### src/pkg/sfr_pkg.sv
// constants and bundles for the serial flash multi-lane read front end
// assumes a single system clock domain; link pins arrive unsynchronised
package sfr_pkg;
  localparam int ADDR_W = 24;
  localparam int BYTE_W = 8;
  localparam int LANES = 4;
  localparam int CNT_W = 6;
  localparam int BUF_DEPTH = 2;
  localparam logic [7:0] OPC_FAST = 8'h0B;
  localparam logic [7:0] OPC_TWO_OUT = 8'h3B;
  localparam logic [7:0] OPC_FOUR_OUT = 8'h6B;
  localparam logic [7:0] OPC_TWO_ADDR = 8'hBB;
  localparam logic [3:0] MODE_STAY = 4'hA;
  localparam int MODE_HI = 7;
  localparam int MODE_LO = 4;
  localparam int QUAD_EN_BIT = 1;
  localparam logic [CNT_W-1:0] OPC_EDGES = 6'h08;
  localparam logic [CNT_W-1:0] ADDR_EDGES_ONE = 6'h18;
  localparam logic [CNT_W-1:0] ADDR_EDGES_TWO = 6'h0C;
  localparam logic [CNT_W-1:0] DUMMY_EDGES = 6'h08;
  localparam logic [CNT_W-1:0] MODE_EDGES_TWO = 6'h04;
  localparam logic [3:0] EXIT_PULSE_MAX = 4'h8;
  localparam logic [2:0] LANE_ONE = 3'h1;
  localparam logic [2:0] LANE_TWO = 3'h2;
  localparam logic [2:0] LANE_FOUR = 3'h4;

  typedef enum logic [1:0] {SFR_RD_FAST, SFR_RD_TWO_OUT, SFR_RD_FOUR_OUT, SFR_RD_TWO_ADDR} sfr_kind_t;

  typedef struct packed {
    logic cs_n;
    logic sck;
    logic [LANES-1:0] dl;
  } sfr_link_in_t;

  typedef struct packed {
    logic [LANES-1:0] dl;
    logic [LANES-1:0] oe;
  } sfr_link_out_t;

  typedef struct packed {
    logic valid;
    logic [ADDR_W-1:0] addr;
  } sfr_arr_req_t;

  typedef struct packed {
    logic valid;
    logic [BYTE_W-1:0] data;
  } sfr_arr_rsp_t;
endpackage

### src/hdl/sfr_sync2.sv
// two flip-flop synchroniser for a group of pin levels
// assumes the inputs are levels from outside the clock domain
module sfr_sync2 #(
  parameter int W = 1,
  parameter logic [W-1:0] RST_VAL = '0
) (
  input wire logic sys_clk_in,
  input wire logic rst_n_in,
  input wire logic [W-1:0] d_in,
  output logic [W-1:0] q_out
);
  logic [W-1:0] meta_q;

  // first stage is read only by the second; reset to the idle pin levels
  always_ff @(posedge sys_clk_in or negedge rst_n_in) begin
    if (!rst_n_in) begin
      meta_q <= RST_VAL;
      q_out <= RST_VAL;
    end else begin
      meta_q <= d_in;
      q_out <= meta_q;
    end
  end
endmodule

### src/hdl/sfr_read_engine.sv
// read command engine of a serial flash: fast, two/four lane output, two lane address reads
// assumes sck is far slower than sys_clk_in (8x or more); array answers over valid/ready
// What this block does
// - fast read: opcode, 24-bit address, one dummy byte, sampled on rising sck
// - fast read data leaves on line zero, changing on falling sck
// - any start address; address advances by one per output byte
// - address past the top wraps to zero and streaming continues
// - select high during data ends the read and stops the drivers
// - read commands are ignored while program, erase or register write runs, except frames in continuous mode
// - two-lane output read uses fast read framing on line zero
// - two-lane output read drives two bits per clock on lines zero and one
// - four-lane output read drives four bits per clock on lines zero to three
// - four-lane reads need the configuration four-lane enable bit set
// - two-lane address read takes address and mode byte two bits per edge
// - after the mode byte, data leaves two bits per clock
// - only the upper mode nibble is decoded, lower nibble ignored
// - upper nibble A keeps continuous mode; next frame starts with address
// - any other nibble leaves continuous mode at the next select cycle
// - a select pulse of eight clocks or fewer without a command leaves continuous mode
// - fast read opcode is 0B, three address bytes, one dummy byte
// - two-lane address read has no dummy byte; data follows the mode byte
module sfr_read_engine
  import sfr_pkg::*;
#(
  parameter logic [sfr_pkg::ADDR_W-1:0] ADDR_LAST = 24'hFFFFFF
) (
  input wire logic sys_clk_in,
  input wire logic rst_n_in,
  input wire sfr_pkg::sfr_link_in_t link_in,
  output sfr_pkg::sfr_link_out_t link_out,
  input wire logic busy_in,
  input wire logic [7:0] config_reg_in,
  output sfr_pkg::sfr_arr_req_t arr_req_out,
  input wire logic arr_req_ready_in,
  input wire sfr_pkg::sfr_arr_rsp_t arr_rsp_in,
  output logic arr_rsp_ready_out,
  output logic execute_in_place_out
);
  import sfr_pkg::*;

  typedef enum logic [2:0] {ST_IDLE, ST_OPC, ST_ADDR, ST_DUMMY, ST_MODE, ST_DATA,
                            ST_IGNORE} sfr_state_t;

  sfr_link_in_t pin_s;
  logic sck_prev_q, cs_prev_q;
  logic rise, fall, cs_start, cs_end;
  sfr_state_t state_q;
  sfr_kind_t kind_q;
  logic [CNT_W-1:0] edge_q;
  logic [ADDR_W-1:0] shift_q;
  logic [ADDR_W-1:0] addr_q;
  logic [3:0] txn_rise_q;
  logic stay_q;
  logic two_in_q;
  logic [2:0] lanes_q;
  logic [BYTE_W-1:0] out_byte_q;
  logic [3:0] bits_left_q;
  logic [BYTE_W-1:0] buf_q [BUF_DEPTH];
  logic wr_ptr_q, rd_ptr_q;
  logic [1:0] count_q, count_d;
  logic [1:0] inflight_q, drop_q;
  logic [1:0] in_bits;
  logic [CNT_W-1:0] edge_inc;
  logic [CNT_W-1:0] phase_len;
  logic phase_done;
  logic [7:0] opc_full;
  logic push, pop, rsp_take, req_fire, fetch_ok;
  logic [2:0] credits;

  // select resets high so release of reset shows no false frame start
  sfr_sync2 #(.W($bits(sfr_link_in_t)), .RST_VAL({1'b1, 1'b0, 4'h0})) u_sync (
    .sys_clk_in(sys_clk_in),
    .rst_n_in(rst_n_in),
    .d_in(link_in),
    .q_out(pin_s)
  );

  always_ff @(posedge sys_clk_in or negedge rst_n_in) begin
    if (!rst_n_in) begin
      sck_prev_q <= 1'b0;
      cs_prev_q <= 1'b1;
    end else begin
      sck_prev_q <= pin_s.sck;
      cs_prev_q <= pin_s.cs_n;
    end
  end

  // edges only count while select is low
  assign rise = pin_s.sck & ~sck_prev_q & ~pin_s.cs_n;
  assign fall = ~pin_s.sck & sck_prev_q & ~pin_s.cs_n;
  assign cs_start = cs_prev_q & ~pin_s.cs_n;
  assign cs_end = ~cs_prev_q & pin_s.cs_n;

  // sampling lanes: line zero only, or lines one and zero msb first
  always_comb begin
    in_bits = two_in_q ? pin_s.dl[1:0] : {1'b0, pin_s.dl[0]};
    edge_inc = edge_q + 6'h01;
    opc_full = {shift_q[6:0], pin_s.dl[0]};
    phase_len = OPC_EDGES;
    if (state_q == ST_ADDR) begin
      phase_len = two_in_q ? ADDR_EDGES_TWO : ADDR_EDGES_ONE;
    end else if (state_q == ST_DUMMY) begin
      phase_len = DUMMY_EDGES;
    end else if (state_q == ST_MODE) begin
      phase_len = MODE_EDGES_TWO;
    end
    phase_done = rise && (edge_inc == phase_len);
  end

  // command sequencer
  always_ff @(posedge sys_clk_in or negedge rst_n_in) begin
    if (!rst_n_in) begin
      state_q <= ST_IDLE;
      kind_q <= SFR_RD_FAST;
      edge_q <= '0;
      two_in_q <= 1'b0;
      lanes_q <= LANE_ONE;
    end else if (cs_end) begin
      state_q <= ST_IDLE;
      edge_q <= '0;
    end else if (cs_start) begin
      edge_q <= '0;
      if (stay_q) begin
        state_q <= ST_ADDR;
        kind_q <= SFR_RD_TWO_ADDR;
        two_in_q <= 1'b1;
        lanes_q <= LANE_TWO;
      end else begin
        state_q <= ST_OPC;
        two_in_q <= 1'b0;
      end
    end else if (rise) begin
      edge_q <= phase_done ? '0 : edge_inc;
      case (state_q)
        ST_OPC: begin
          if (phase_done) begin
            if (busy_in) begin
              state_q <= ST_IGNORE;
            end else if (opc_full == OPC_FAST) begin
              state_q <= ST_ADDR;
              kind_q <= SFR_RD_FAST;
              lanes_q <= LANE_ONE;
            end else if (opc_full == OPC_TWO_OUT) begin
              state_q <= ST_ADDR;
              kind_q <= SFR_RD_TWO_OUT;
              lanes_q <= LANE_TWO;
            end else if (opc_full == OPC_FOUR_OUT && config_reg_in[QUAD_EN_BIT]) begin
              state_q <= ST_ADDR;
              kind_q <= SFR_RD_FOUR_OUT;
              lanes_q <= LANE_FOUR;
            end else if (opc_full == OPC_TWO_ADDR) begin
              state_q <= ST_ADDR;
              kind_q <= SFR_RD_TWO_ADDR;
              lanes_q <= LANE_TWO;
              two_in_q <= 1'b1;
            end else begin
              state_q <= ST_IGNORE;
            end
          end
        end
        ST_ADDR: begin
          if (phase_done) begin
            state_q <= (kind_q == SFR_RD_TWO_ADDR) ? ST_MODE : ST_DUMMY;
          end
        end
        ST_DUMMY: begin
          if (phase_done) begin
            state_q <= ST_DATA;
          end
        end
        ST_MODE: begin
          if (phase_done) begin
            state_q <= ST_DATA;
          end
        end
        default: begin
          state_q <= state_q;
        end
      endcase
    end
  end

  // input shifter, msb first on one or two lanes
  always_ff @(posedge sys_clk_in or negedge rst_n_in) begin
    if (!rst_n_in) begin
      shift_q <= '0;
    end else if (rise) begin
      if (two_in_q) begin
        shift_q <= {shift_q[ADDR_W-3:0], in_bits};
      end else begin
        shift_q <= {shift_q[ADDR_W-2:0], in_bits[0]};
      end
    end
  end

  // continuous two-lane mode bookkeeping
  always_ff @(posedge sys_clk_in or negedge rst_n_in) begin
    if (!rst_n_in) begin
      txn_rise_q <= '0;
      stay_q <= 1'b0;
      execute_in_place_out <= 1'b0;
    end else begin
      if (cs_start) begin
        txn_rise_q <= '0;
      end else if (rise && txn_rise_q != 4'hF) begin
        txn_rise_q <= txn_rise_q + 4'h1;
      end
      if (state_q == ST_MODE && phase_done) begin
        // only the upper nibble matters
        execute_in_place_out <= (shift_q[MODE_HI-2:MODE_LO-2] == MODE_STAY);
      end else if (cs_end && stay_q && state_q == ST_ADDR && txn_rise_q <= EXIT_PULSE_MAX) begin
        execute_in_place_out <= 1'b0;
      end
      if (cs_end) begin
        if (state_q == ST_ADDR && txn_rise_q <= EXIT_PULSE_MAX) begin
          stay_q <= 1'b0;
        end else if (state_q == ST_DATA) begin
          stay_q <= execute_in_place_out;
        end else if (state_q != ST_ADDR) begin
          stay_q <= 1'b0;
        end
      end
    end
  end

  // array fetch: one request presented at a time, up to two outstanding; credits cover the buffer
  assign credits = 3'(BUF_DEPTH) - 3'(count_q) - 3'(inflight_q) - 3'(arr_req_out.valid);
  assign fetch_ok = (state_q == ST_DUMMY || state_q == ST_MODE || state_q == ST_DATA)
                    && drop_q == '0 && !arr_req_out.valid && credits != '0;
  assign req_fire = arr_req_out.valid & arr_req_ready_in;
  assign rsp_take = arr_rsp_in.valid & arr_rsp_ready_out;
  assign push = rsp_take & (drop_q == '0) & (state_q != ST_IDLE);

  always_ff @(posedge sys_clk_in or negedge rst_n_in) begin
    if (!rst_n_in) begin
      arr_req_out <= '0;
      addr_q <= '0;
    end else if (cs_end) begin
      arr_req_out.valid <= 1'b0;
    end else if (rise && state_q == ST_ADDR && phase_done) begin
      // last address bit arrives with this edge
      addr_q <= two_in_q ? {shift_q[ADDR_W-3:0], in_bits} : {shift_q[ADDR_W-2:0], in_bits[0]};
    end else if (fetch_ok) begin
      arr_req_out.valid <= 1'b1;
      arr_req_out.addr <= addr_q;
    end else if (req_fire) begin
      arr_req_out.valid <= 1'b0;
      addr_q <= (addr_q == ADDR_LAST) ? '0 : addr_q + 24'h000001;
    end
  end

  // stale answers after an aborted read are drained, never shown
  always_ff @(posedge sys_clk_in or negedge rst_n_in) begin
    if (!rst_n_in) begin
      inflight_q <= '0;
      drop_q <= '0;
    end else if (cs_end) begin
      inflight_q <= '0;
      drop_q <= drop_q + inflight_q + 2'(req_fire) - 2'(rsp_take);
    end else begin
      inflight_q <= inflight_q + 2'(req_fire) - 2'((drop_q == '0) & rsp_take);
      if (rsp_take && drop_q != '0) begin
        drop_q <= drop_q - 2'h1;
      end
    end
  end

  // two-entry buffer between array and output shifter
  assign pop = fall && state_q == ST_DATA && bits_left_q == '0 && count_q != '0;

  always_comb begin
    count_d = count_q + 2'(push) - 2'(pop);
    if (cs_end) begin
      count_d = '0;
    end
  end

  always_ff @(posedge sys_clk_in or negedge rst_n_in) begin
    if (!rst_n_in) begin
      wr_ptr_q <= 1'b0;
      rd_ptr_q <= 1'b0;
      count_q <= '0;
      arr_rsp_ready_out <= 1'b0;
      buf_q[0] <= '0;
      buf_q[1] <= '0;
    end else begin
      count_q <= count_d;
      // full buffer stalls the array side
      arr_rsp_ready_out <= (count_d < 2'(BUF_DEPTH)) || (drop_q != '0);
      if (cs_end) begin
        wr_ptr_q <= 1'b0;
        rd_ptr_q <= 1'b0;
      end else begin
        if (push) begin
          buf_q[wr_ptr_q] <= arr_rsp_in.data;
          wr_ptr_q <= ~wr_ptr_q;
        end
        if (pop) begin
          rd_ptr_q <= ~rd_ptr_q;
        end
      end
    end
  end

  // output shifter on falling sck; drivers only in the data phase
  always_ff @(posedge sys_clk_in or negedge rst_n_in) begin
    if (!rst_n_in) begin
      link_out <= '0;
      out_byte_q <= '0;
      bits_left_q <= '0;
    end else if (state_q != ST_DATA || cs_end) begin
      link_out <= '0;
      bits_left_q <= '0;
    end else if (fall) begin
      // an underrun repeats zeros rather than stalling the host clock
      case (lanes_q)
        LANE_FOUR: begin
          link_out.oe <= 4'hF;
          if (bits_left_q == '0) begin
            link_out.dl <= pop ? buf_q[rd_ptr_q][7:4] : 4'h0;
            out_byte_q <= pop ? {buf_q[rd_ptr_q][3:0], 4'h0} : 8'h00;
            bits_left_q <= 4'h4;
          end else begin
            link_out.dl <= out_byte_q[7:4];
            out_byte_q <= {out_byte_q[3:0], 4'h0};
            bits_left_q <= bits_left_q - 4'h4;
          end
        end
        LANE_TWO: begin
          link_out.oe <= 4'h3;
          if (bits_left_q == '0) begin
            link_out.dl <= {2'b00, pop ? buf_q[rd_ptr_q][7:6] : 2'b00};
            out_byte_q <= pop ? {buf_q[rd_ptr_q][5:0], 2'b00} : 8'h00;
            bits_left_q <= 4'h6;
          end else begin
            link_out.dl <= {2'b00, out_byte_q[7:6]};
            out_byte_q <= {out_byte_q[5:0], 2'b00};
            bits_left_q <= bits_left_q - 4'h2;
          end
        end
        default: begin
          link_out.oe <= 4'h1;
          if (bits_left_q == '0) begin
            link_out.dl <= {3'b000, pop ? buf_q[rd_ptr_q][7] : 1'b0};
            out_byte_q <= pop ? {buf_q[rd_ptr_q][6:0], 1'b0} : 8'h00;
            bits_left_q <= 4'h7;
          end else begin
            link_out.dl <= {3'b000, out_byte_q[7]};
            out_byte_q <= {out_byte_q[6:0], 1'b0};
            bits_left_q <= bits_left_q - 4'h1;
          end
        end
      endcase
    end
  end
endmodule

### config.mk
export PLATFORM = sky130hd
export DESIGN_NAME = sfr_read_engine
export DESIGN_NICKNAME = d
export VERILOG_FILES = /design/src/pkg/sfr_pkg.sv /design/src/hdl/sfr_sync2.sv /design/src/hdl/sfr_read_engine.sv
export SDC_FILE = /design/constraint.sdc
export NUM_CORES = 1
export LEC_CHECK = 0
export CAP_MARGIN = 20
export CORE_MARGIN = 2
export CORE_UTILIZATION = 30
export CTS_BUF_LIST = sky130_fd_sc_hd__clkbuf_4 sky130_fd_sc_hd__clkbuf_8
export CTS_CLUSTER_DIAMETER = 120
export CTS_CLUSTER_SIZE = 8
export DETAILED_ROUTE_END_ITERATION = 8
export DONT_BUFFER_PORTS = 1
export GPL_ROUTABILITY_DRIVEN = 0
export PLACE_DENSITY = 0.45
export SYNTH_ARGS = -nofsm -noshare
export SYNTH_HDL_FRONTEND = slang
export SYNTH_HIERARCHICAL = 1
export SYNTH_SLANG_ARGS = --single-unit
### constraint.sdc
create_clock -name sys_clk_in -period 3.2 [get_ports sys_clk_in]
set_input_delay 0.48 -clock sys_clk_in [delete_from_list [all_inputs] [get_ports sys_clk_in]]
set_output_delay 0.48 -clock sys_clk_in [all_outputs]
set_load 0.01 [all_outputs]
# Yosys cells after proc, flatten, opt, wreduce, memory -nomap -nowiden

Index checks and enable logic that the tools add are counted.

Add/sub/neg operators: 17
Order comparisons: 5
Eq/ne operators: 28
Multiplexer cells: 106
Bitwise gates (word level): 22
Reductions and logical operators: 55

Operator list:

| operator              | number |
|---|---|
| $mux 24               | 6 |
| $mux 8                | 12 |
| $mux 3                | 22 |
| $mux 4                | 11 |
| $mux 2                | 18 |
| $pmux 8 s2            | 2 |
| $reduce_bool 2->1     | 13 |
| $mux 25               | 1 |
| $add 24x1->24 const B | 1 |
| $eq 24x24->1 const B  | 1 |
| $mux 1                | 24 |
| $mux 6                | 4 |
| $logic_and 1x1->1     | 18 |
| $bwmux 16             | 1 |
| $reduce_bool 3->1     | 5 |
| $ne 4x4->1 const B    | 3 |
| $and 1x1->1           | 11 |
| $mux 5                | 2 |
| $reduce_bool 5->1     | 2 |
| $eq 3x2->1 const B    | 3 |
| $eq 3x3->1 const B    | 3 |
| $not 1->1             | 9 |
| $pmux 3 s3            | 1 |
| $reduce_and 9->1      | 1 |
| other kinds (41)      | 59 |

Flip-flop bits (word level): 152
Input bits: 27
Word-level logic and storage cells: 261

# Logic depth before layout (Yosys ltp)

Gate-level depths: netlist (run 1).

Depth after elaboration: 11
Mapped depth: 11
Gate-level depth less buffers: 11

# Hierarchy

Netlist (run 1), hierarchy kept.

Modules (own cells, without submodules):

| module          | times used | cells an instance | area each (sq um) |
|---|---|---|---|
| sfr_read_engine | 1          | 788               | 7689.9 |
| sfr_sync2       | 1          | 12                | 302.8 |

# Worst setup path after synthesis (run 1)

Ideal clock, no wire load.

Path kind: register to register
Start: register inflight_q[1]
End: register arr_req_out[10] in the netlist's numbering
Data arrival time: 2.531 ns
Required time: 3.075 ns
Slack: 0.545 ns
Cell stages (with the launch flop): 12
Path buffers: 1
Cells stage by stage: dfrtp_1 ha_1 inv_1 ha_1 ha_1 xor2_1 xnor2_1 or3_1 nand4_1 nor2_1 buf_2 mux2_2

Cells in the longest elaborated chain, start to end: 5

Ends and longest elaborated chain:

| element                           | line                   | source |
|---|---|---|
| start, declared                   | sfr_read_engine.sv:61  | `logic [1:0] inflight_q, drop_q;` |
| start signal, assigned            | sfr_read_engine.sv:261 | `inflight_q <= inflight_q + 2'(req_fire) - 2'((drop_q == '0) & rsp_take);` |
| $sub 3x2->3                       | sfr_read_engine.sv:227 | `assign credits = 3'(BUF_DEPTH) - 3'(count_q) - 3'(inflight_q) - 3'(arr_req_out.valid);` |
| $sub 3x1->3                       | sfr_read_engine.sv:227 |  |
| $reduce_bool 3->1                 | sfr_read_engine.sv:229 | `&& drop_q == '0 && !arr_req_out.valid && credits != '0;` |
| $logic_and 1x1->1                 | sfr_read_engine.sv:229 |  |
| $reduce_and 3->1 (no source line) | --                     |  |
| end, declared                     | sfr_read_engine.sv:33  | `output sfr_pkg::sfr_arr_req_t arr_req_out,` |

No other way between the ends.
A chain may end at the register's enable or synchronous reset.

# Worst setup path after layout (run 1)

Start: register inflight_q[1]
End: register arr_req_out[17] in the netlist's numbering

Same word-level chain as after synthesis.

==> results of run 1 <==
==> final cells by class <==
type / instances / area [µm²] / area share
multi-input cells: 577 / 3970 / 0.455
flip-flops and latches: 145 / 3630 / 0.416
well taps: 335 / 419 / 0.0480
clock buffers: 20 / 269 / 0.0308
repair buffers: 25 / 190 / 0.0218
clock inverters: 10 / 136 / 0.0156
inverters: 28 / 105 / 0.0120
diodes: 1 / 2.50 / 0.000287
==> registers in the layout (all words and copies together), names as in the netlist, 3 cells and up <==
signal,count
addr_q,24
arr_req_out,25
bits_left_q,4
buf_q,16
edge_q,6
link_out,7
out_byte_q,7
shift_q,23
state_q,3
txn_rise_q,4
u_sync/meta_q,4
u_sync/q_out,4
==> cells in the final DEF (no fill, tap or decap), types with 12 or more instances in the layout <==
| master | count |
|---|---|
| a21oi_1 | 48 |
| buf_4 | 24 |
| clkbuf_8 | 19 |
| dfrtp_1 | 141 |
| ha_1 | 22 |
| inv_1 | 28 |
| mux2_2 | 49 |
| mux2i_1 | 35 |
| nand2_1 | 70 |
| nand3_1 | 27 |
| nor2_1 | 78 |
| nor3_1 | 18 |
| o21ai_0 | 30 |
| xor2_1 | 12 |
==> routing by layer <==
layer	part of all wire	GRT usage
met5	0	0
met4	0.0086	0.0363
met3	0.046	0.0362
met2	0.43	0.220
met1	0.52	0.225
==> how the worst max path moves through the flow <==
stage	end	slack, ps	depth (start not counted)
after global routing	arr_req_out[16]	240	11
after detailed placement	arr_req_out[16]	480	11
after floorplan	arr_req_out[10]	540	11
final	arr_req_out[17]	500	11
after global placement	arr_req_out[13]	530	11
after CTS	arr_req_out[16]	470	11
==> worst max-delay path: cells and delay by family, from the launching register on <==
family / cells / cell delay, ps
fa+ha+maj: 3 / 780
flops: 1 / 420
mux: 1 / 380
buf+inv: 2 / 350
simple gates: 3 / 340
xor+xnor: 2 / 300
==> where the power goes <==
group	switching, mW	internal, mW
Combinational	0.802	0.768
Clock	0.711	0.810
Sequential	0.420	2.23
Total	1.93	3.81
==> stage by stage <==
stage / power, mW / hold slack [ps] / std cells / instance area [µm²] / utilization
finish: 5.74 / -257 / 1141 / 8730 / 0.337
global route: 6.18 / -311 / 1140 / 8720 / 0.337
CTS: 5.82 / -300 / 1140 / 8720 / 0.337
detailed placement: 4.27 / 197 / 1109 / 8310 / 0.321
global placement: 4.25 / 197 / 1109 / 8310 / 0.321
floorplan: 3.84 / 184 / 796 / 7890 / -
==> impl_metrics.yaml, run 1 <==
global_route:
  grt_overflow: 0
  antenna_found_initial: 1
  grt_max_degree: 146
  grt_pass1_wl_um: 33500
  grt_pass1_vias: 5878
  track_usage: 0.151
setup_path:
  worstPathCellList: "ha_1, inv_1, ha_1, ha_1, xor2_1, xnor2_1, or3_1, nand4_1, nor2_2, buf_4, mux2_2"
  r2r_cells: 11
  r2r_slack_ps: 500
  end_kind: "register"
  cpMostUsedCell: "ha_1"
  path_class: "reg -> reg"
  max_stage_delay_ps: 420
  cp_max_fo: 24
  worst_r2r_endpoint: "arr_req_out[17]"
  cp.required_ps: 3530
  crit_path_start: "inflight_q[1]"
  cp_slowest_cell: "dfrtp_1"
  crit_arrival_ps: 3030
  cp-start-kind: "register"
  reg2reg_from: "inflight_q[1]"
clock_network:
  clockBufferDepth: 2
  clock-sinks: 145
  numCtsBuffers: 17
  cts-root-buf: "clkbuf_8"
  clock_latency_ps: 440
  cts_setup_buffers: 0
  htreeDepth: 4
  cts_tree: "done"
  cts_hold_buffers: 1
  cts_resized: 0
  clk_pin_slew_ps: 80
sta:
  fin_tns_setup_ps: 0
  hold_ws_ps: -257
  tightest_slew_ps: 806
  slew_viol_final: 0
  period_needed_ps: 2700
  fin_skew_ps: 8.18
  slew_headroom: 0.462
  post-route-period-util: 0.844
  max_freq_ghz: 0.370
  rsz0062_at_grt: "no"
  hold_viol: 144
  setup_viol: 0
  fin_ws_ps: 499
layout:
  fillers: 2594
  fin_nets: 845
  area_growth_pct: 10.6
  drive_gt1_frac: 0.160
outcome:
  outcome: "finished, violations left"
  violations: "negative hold slack"
drt:
  routed_via_density: 5.21
  drc: 0
  ant_nets: 0
  dr.pass1.iters: 5
  drt-initial-drc-count: 501
  wire_per_inst_um: 17.8
  vias: 5948
  routed_wl_um: 20300
floorplanning:
  dieHeight_um: 166
  fp.coreArea_mm2: 0.0259
  die_w_um: 166
  initial_core_util: 0.305
  ioPinCount: 62
  dieArea_mm2: 0.0276
  num_rows: 59
placement:
  dp_slack_ps: 484
  portBuffers: 0
  dp_hpwl_um: 13900
yosys:
  post_synth.cell_area_avg_um2: 9.92
  yosysWarnings: 6
  synth.net_count: 847
  syn_area_mm2: 0.00789
  syn_inst: 796
power:
  leakage_nw: 3.50
  p_per_area_mw_per_mm2: 658
  irDropWorstVdd_uv: 292
job:
  drv_cap: 0
min_path:
  hold_path.class: "in -> async"
Power figures use the tool's default switching activity.
==> inputs of run 2 (changes only) <==
==> constraint.sdc (replaced) <==
create_clock -name sys_clk_in -period 2.7 [get_ports sys_clk_in]
set_input_delay 0.405 -clock sys_clk_in [delete_from_list [all_inputs] [get_ports sys_clk_in]]
set_output_delay 0.405 -clock sys_clk_in [all_outputs]
set_load 0.01 [all_outputs]
==> run 2 against run 1 <==
The flow still finishes with violations (negative hold slack); clock power rose by 13%; wire length rose by 2.0%; register-to-register slack worse by 460 ps; clock skew rose by 9.0 ps; hold slack lost 91 ps; combinational power up 32%; critical endpoint is now arr_req_out[2]; largest power group unchanged.
==> impl_metrics.yaml, run 2 (synthesized netlist as in run 1, its figures left out) <==
clock_network:
  clock-sinks: 145
  htreeDepth: 4
  cts_tree: "done"
  cts-root-buf: "clkbuf_8"
  numCtsBuffers: 17
  cts_hold_buffers: 4
  clockBufferDepth: 2
  clock_latency_ps: 460
  clk_pin_slew_ps: 80
placement:
  portBuffers: 0
  place_area_mm2: 0.00843
  dp_hpwl_um: 14000
drt:
  wire_per_inst_um: 17.7
  ant_nets: 0
  drc: 0
  vias: 5989
  routed_via_density: 5.14
  drt-initial-drc-count: 466
  routed_wl_um: 20700
  dr.pass1.iters: 5
layout:
  utilization: 0.347
  fin_nets: 868
  mostFrequentLayoutCells: "141 x dfrtp_1, 77 x nor2_1, 70 x nand2_1"
  reg_top3: "arr_req_out x25, addr_q x24, shift_q x23"
  final_common_cell: "dfrtp_1"
  area_growth_pct: 14.1
  largest-register: "arr_req_out"
  largest_register_ffs: 25
  fin_area_mm2: 0.00900
  drive_gt1_frac: 0.187
power:
  irDropWorstVdd_uv: 365
  leakage_nw: 3.65
  p_per_area_mw_per_mm2: 770
outcome:
  violations: "negative hold slack"
  outcome: "finished, violations left"
global_route:
  track_usage: 0.151
  antenna_found_initial: 1
  grt_pass1_vias: 5789
  grt_overflow: 0
  grt_max_degree: 146
  grt_pass1_wl_um: 33300
floorplanning:
  die_w_um: 166
  dieArea_mm2: 0.0276
  ioPinCount: 62
  dieHeight_um: 166
  fp.coreArea_mm2: 0.0259
  initial_core_util: 0.305
  num_rows: 59
setup_path:
  reg2reg_from: "count_q[1]"
  end_kind: "register"
  cp-start-kind: "register"
  cp_max_fo: 12
  max_stage_delay_ps: 390
  r2r_cells: 11
  path_class: "reg -> reg"
  cp.required_ps: 3040
  worstPathCellList: "ha_1, inv_1, ha_1, ha_2, xor2_2, xnor2_1, or3_1, nand4_1, nor2_4, clkbuf_16, mux2_2"
  r2r_slack_ps: 30
  worst_r2r_endpoint: "arr_req_out[2]"
  cp_slowest_cell: "dfrtp_1"
  cpMostUsedCell: "ha_1"
  cp_num_buf_inv: 2
  crit_arrival_ps: 3010
  crit_family: "adder cells"
sta:
  rsz0062_at_grt: "yes"
  period_needed_ps: 2670
  tightest_slew_ps: 666
  setup_viol: 0
  hold_ws_ps: -348
  post-route-period-util: 0.987
  max_freq_ghz: 0.375
  fin_tns_setup_ps: 0
  slew_viol_final: 0
  slew_headroom: 0.550
  fin_skew_ps: 17.1
  hold_viol: 145
job:
  drv_cap: 0
min_path:
  hold_path.class: "in -> async"
## run 2: layout make-up
type | instances | area [µm²]
sequential | 145 | 3630
multi-input combinational | 577 | 4040
tap | 335 | 419
antenna | 1 | 2.50
inverter | 28 | 105
fill | 2616 | 16900
timing repair buffer | 48 | 418
clock buffer | 18 | 241
clock inverter | 14 | 140
## run 2: repair_timing
item	CTS	global route
resized for setup	0	18
setup buffers	0	3
endpoints found under the setup margin	0	26
endpoints found under the hold margin	149	145
## run 2: worst register-to-register path, cell delays in order, from the launching register on
cell and delay (ps):
dfrtp_1 390, ha_1 280, inv_1 40, ha_1 290
ha_2 200, xor2_2 140, xnor2_1 130, or3_1 110
nand4_1 160, nor2_4 270, clkbuf_16 230, mux2_2 330
## run 2: how the worst max path moves through the flow
stage	from	end	slack [ps]	depth (start not counted)
after CTS	inflight_q[1]	arr_req_out[17]	70	11
after global routing	inflight_q[1]	arr_req_out[2]	-70	11
final	count_q[1]	arr_req_out[2]	30	11
after floorplan	inflight_q[1]	arr_req_out[10]	40	11
after detailed placement	inflight_q[1]	arr_req_out[17]	90	11
after global placement	inflight_q[1]	arr_req_out[13]	120	11
## run 2: layer usage
metal / up-vias / GRT usage / share of wire
met5: - / 0 / 0
met4: 0 / 0.0491 / 0.015
met3: 21 / 0.0307 / 0.044
met2: 119 / 0.212 / 0.42
met1: 2941 / 0.230 / 0.52
li1: 2908 / - / -
## run 2: through the flow
step	total power [mW]	std cells	setup WS, ps	hold WS (ps)
4_1_cts	6.87	1160	69.0	-385
3_3_place_gp	5.09	1124	116	118
3_5_place_dp	5.11	1124	89.0	118
5_1_grt	7.42	1165	-70.2	-396
2_1_floorplan	4.55	796	44.6	109
6_report	6.94	1166	34.4	-348
## run 2: report_power, final
part	total (mW)	switching [mW]	internal, mW	leakage (nW)
Combinational	2.08	1.03	1.05	1.77
Sequential	3.13	0.486	2.64	1.70
Clock	1.72	0.899	0.824	0.184
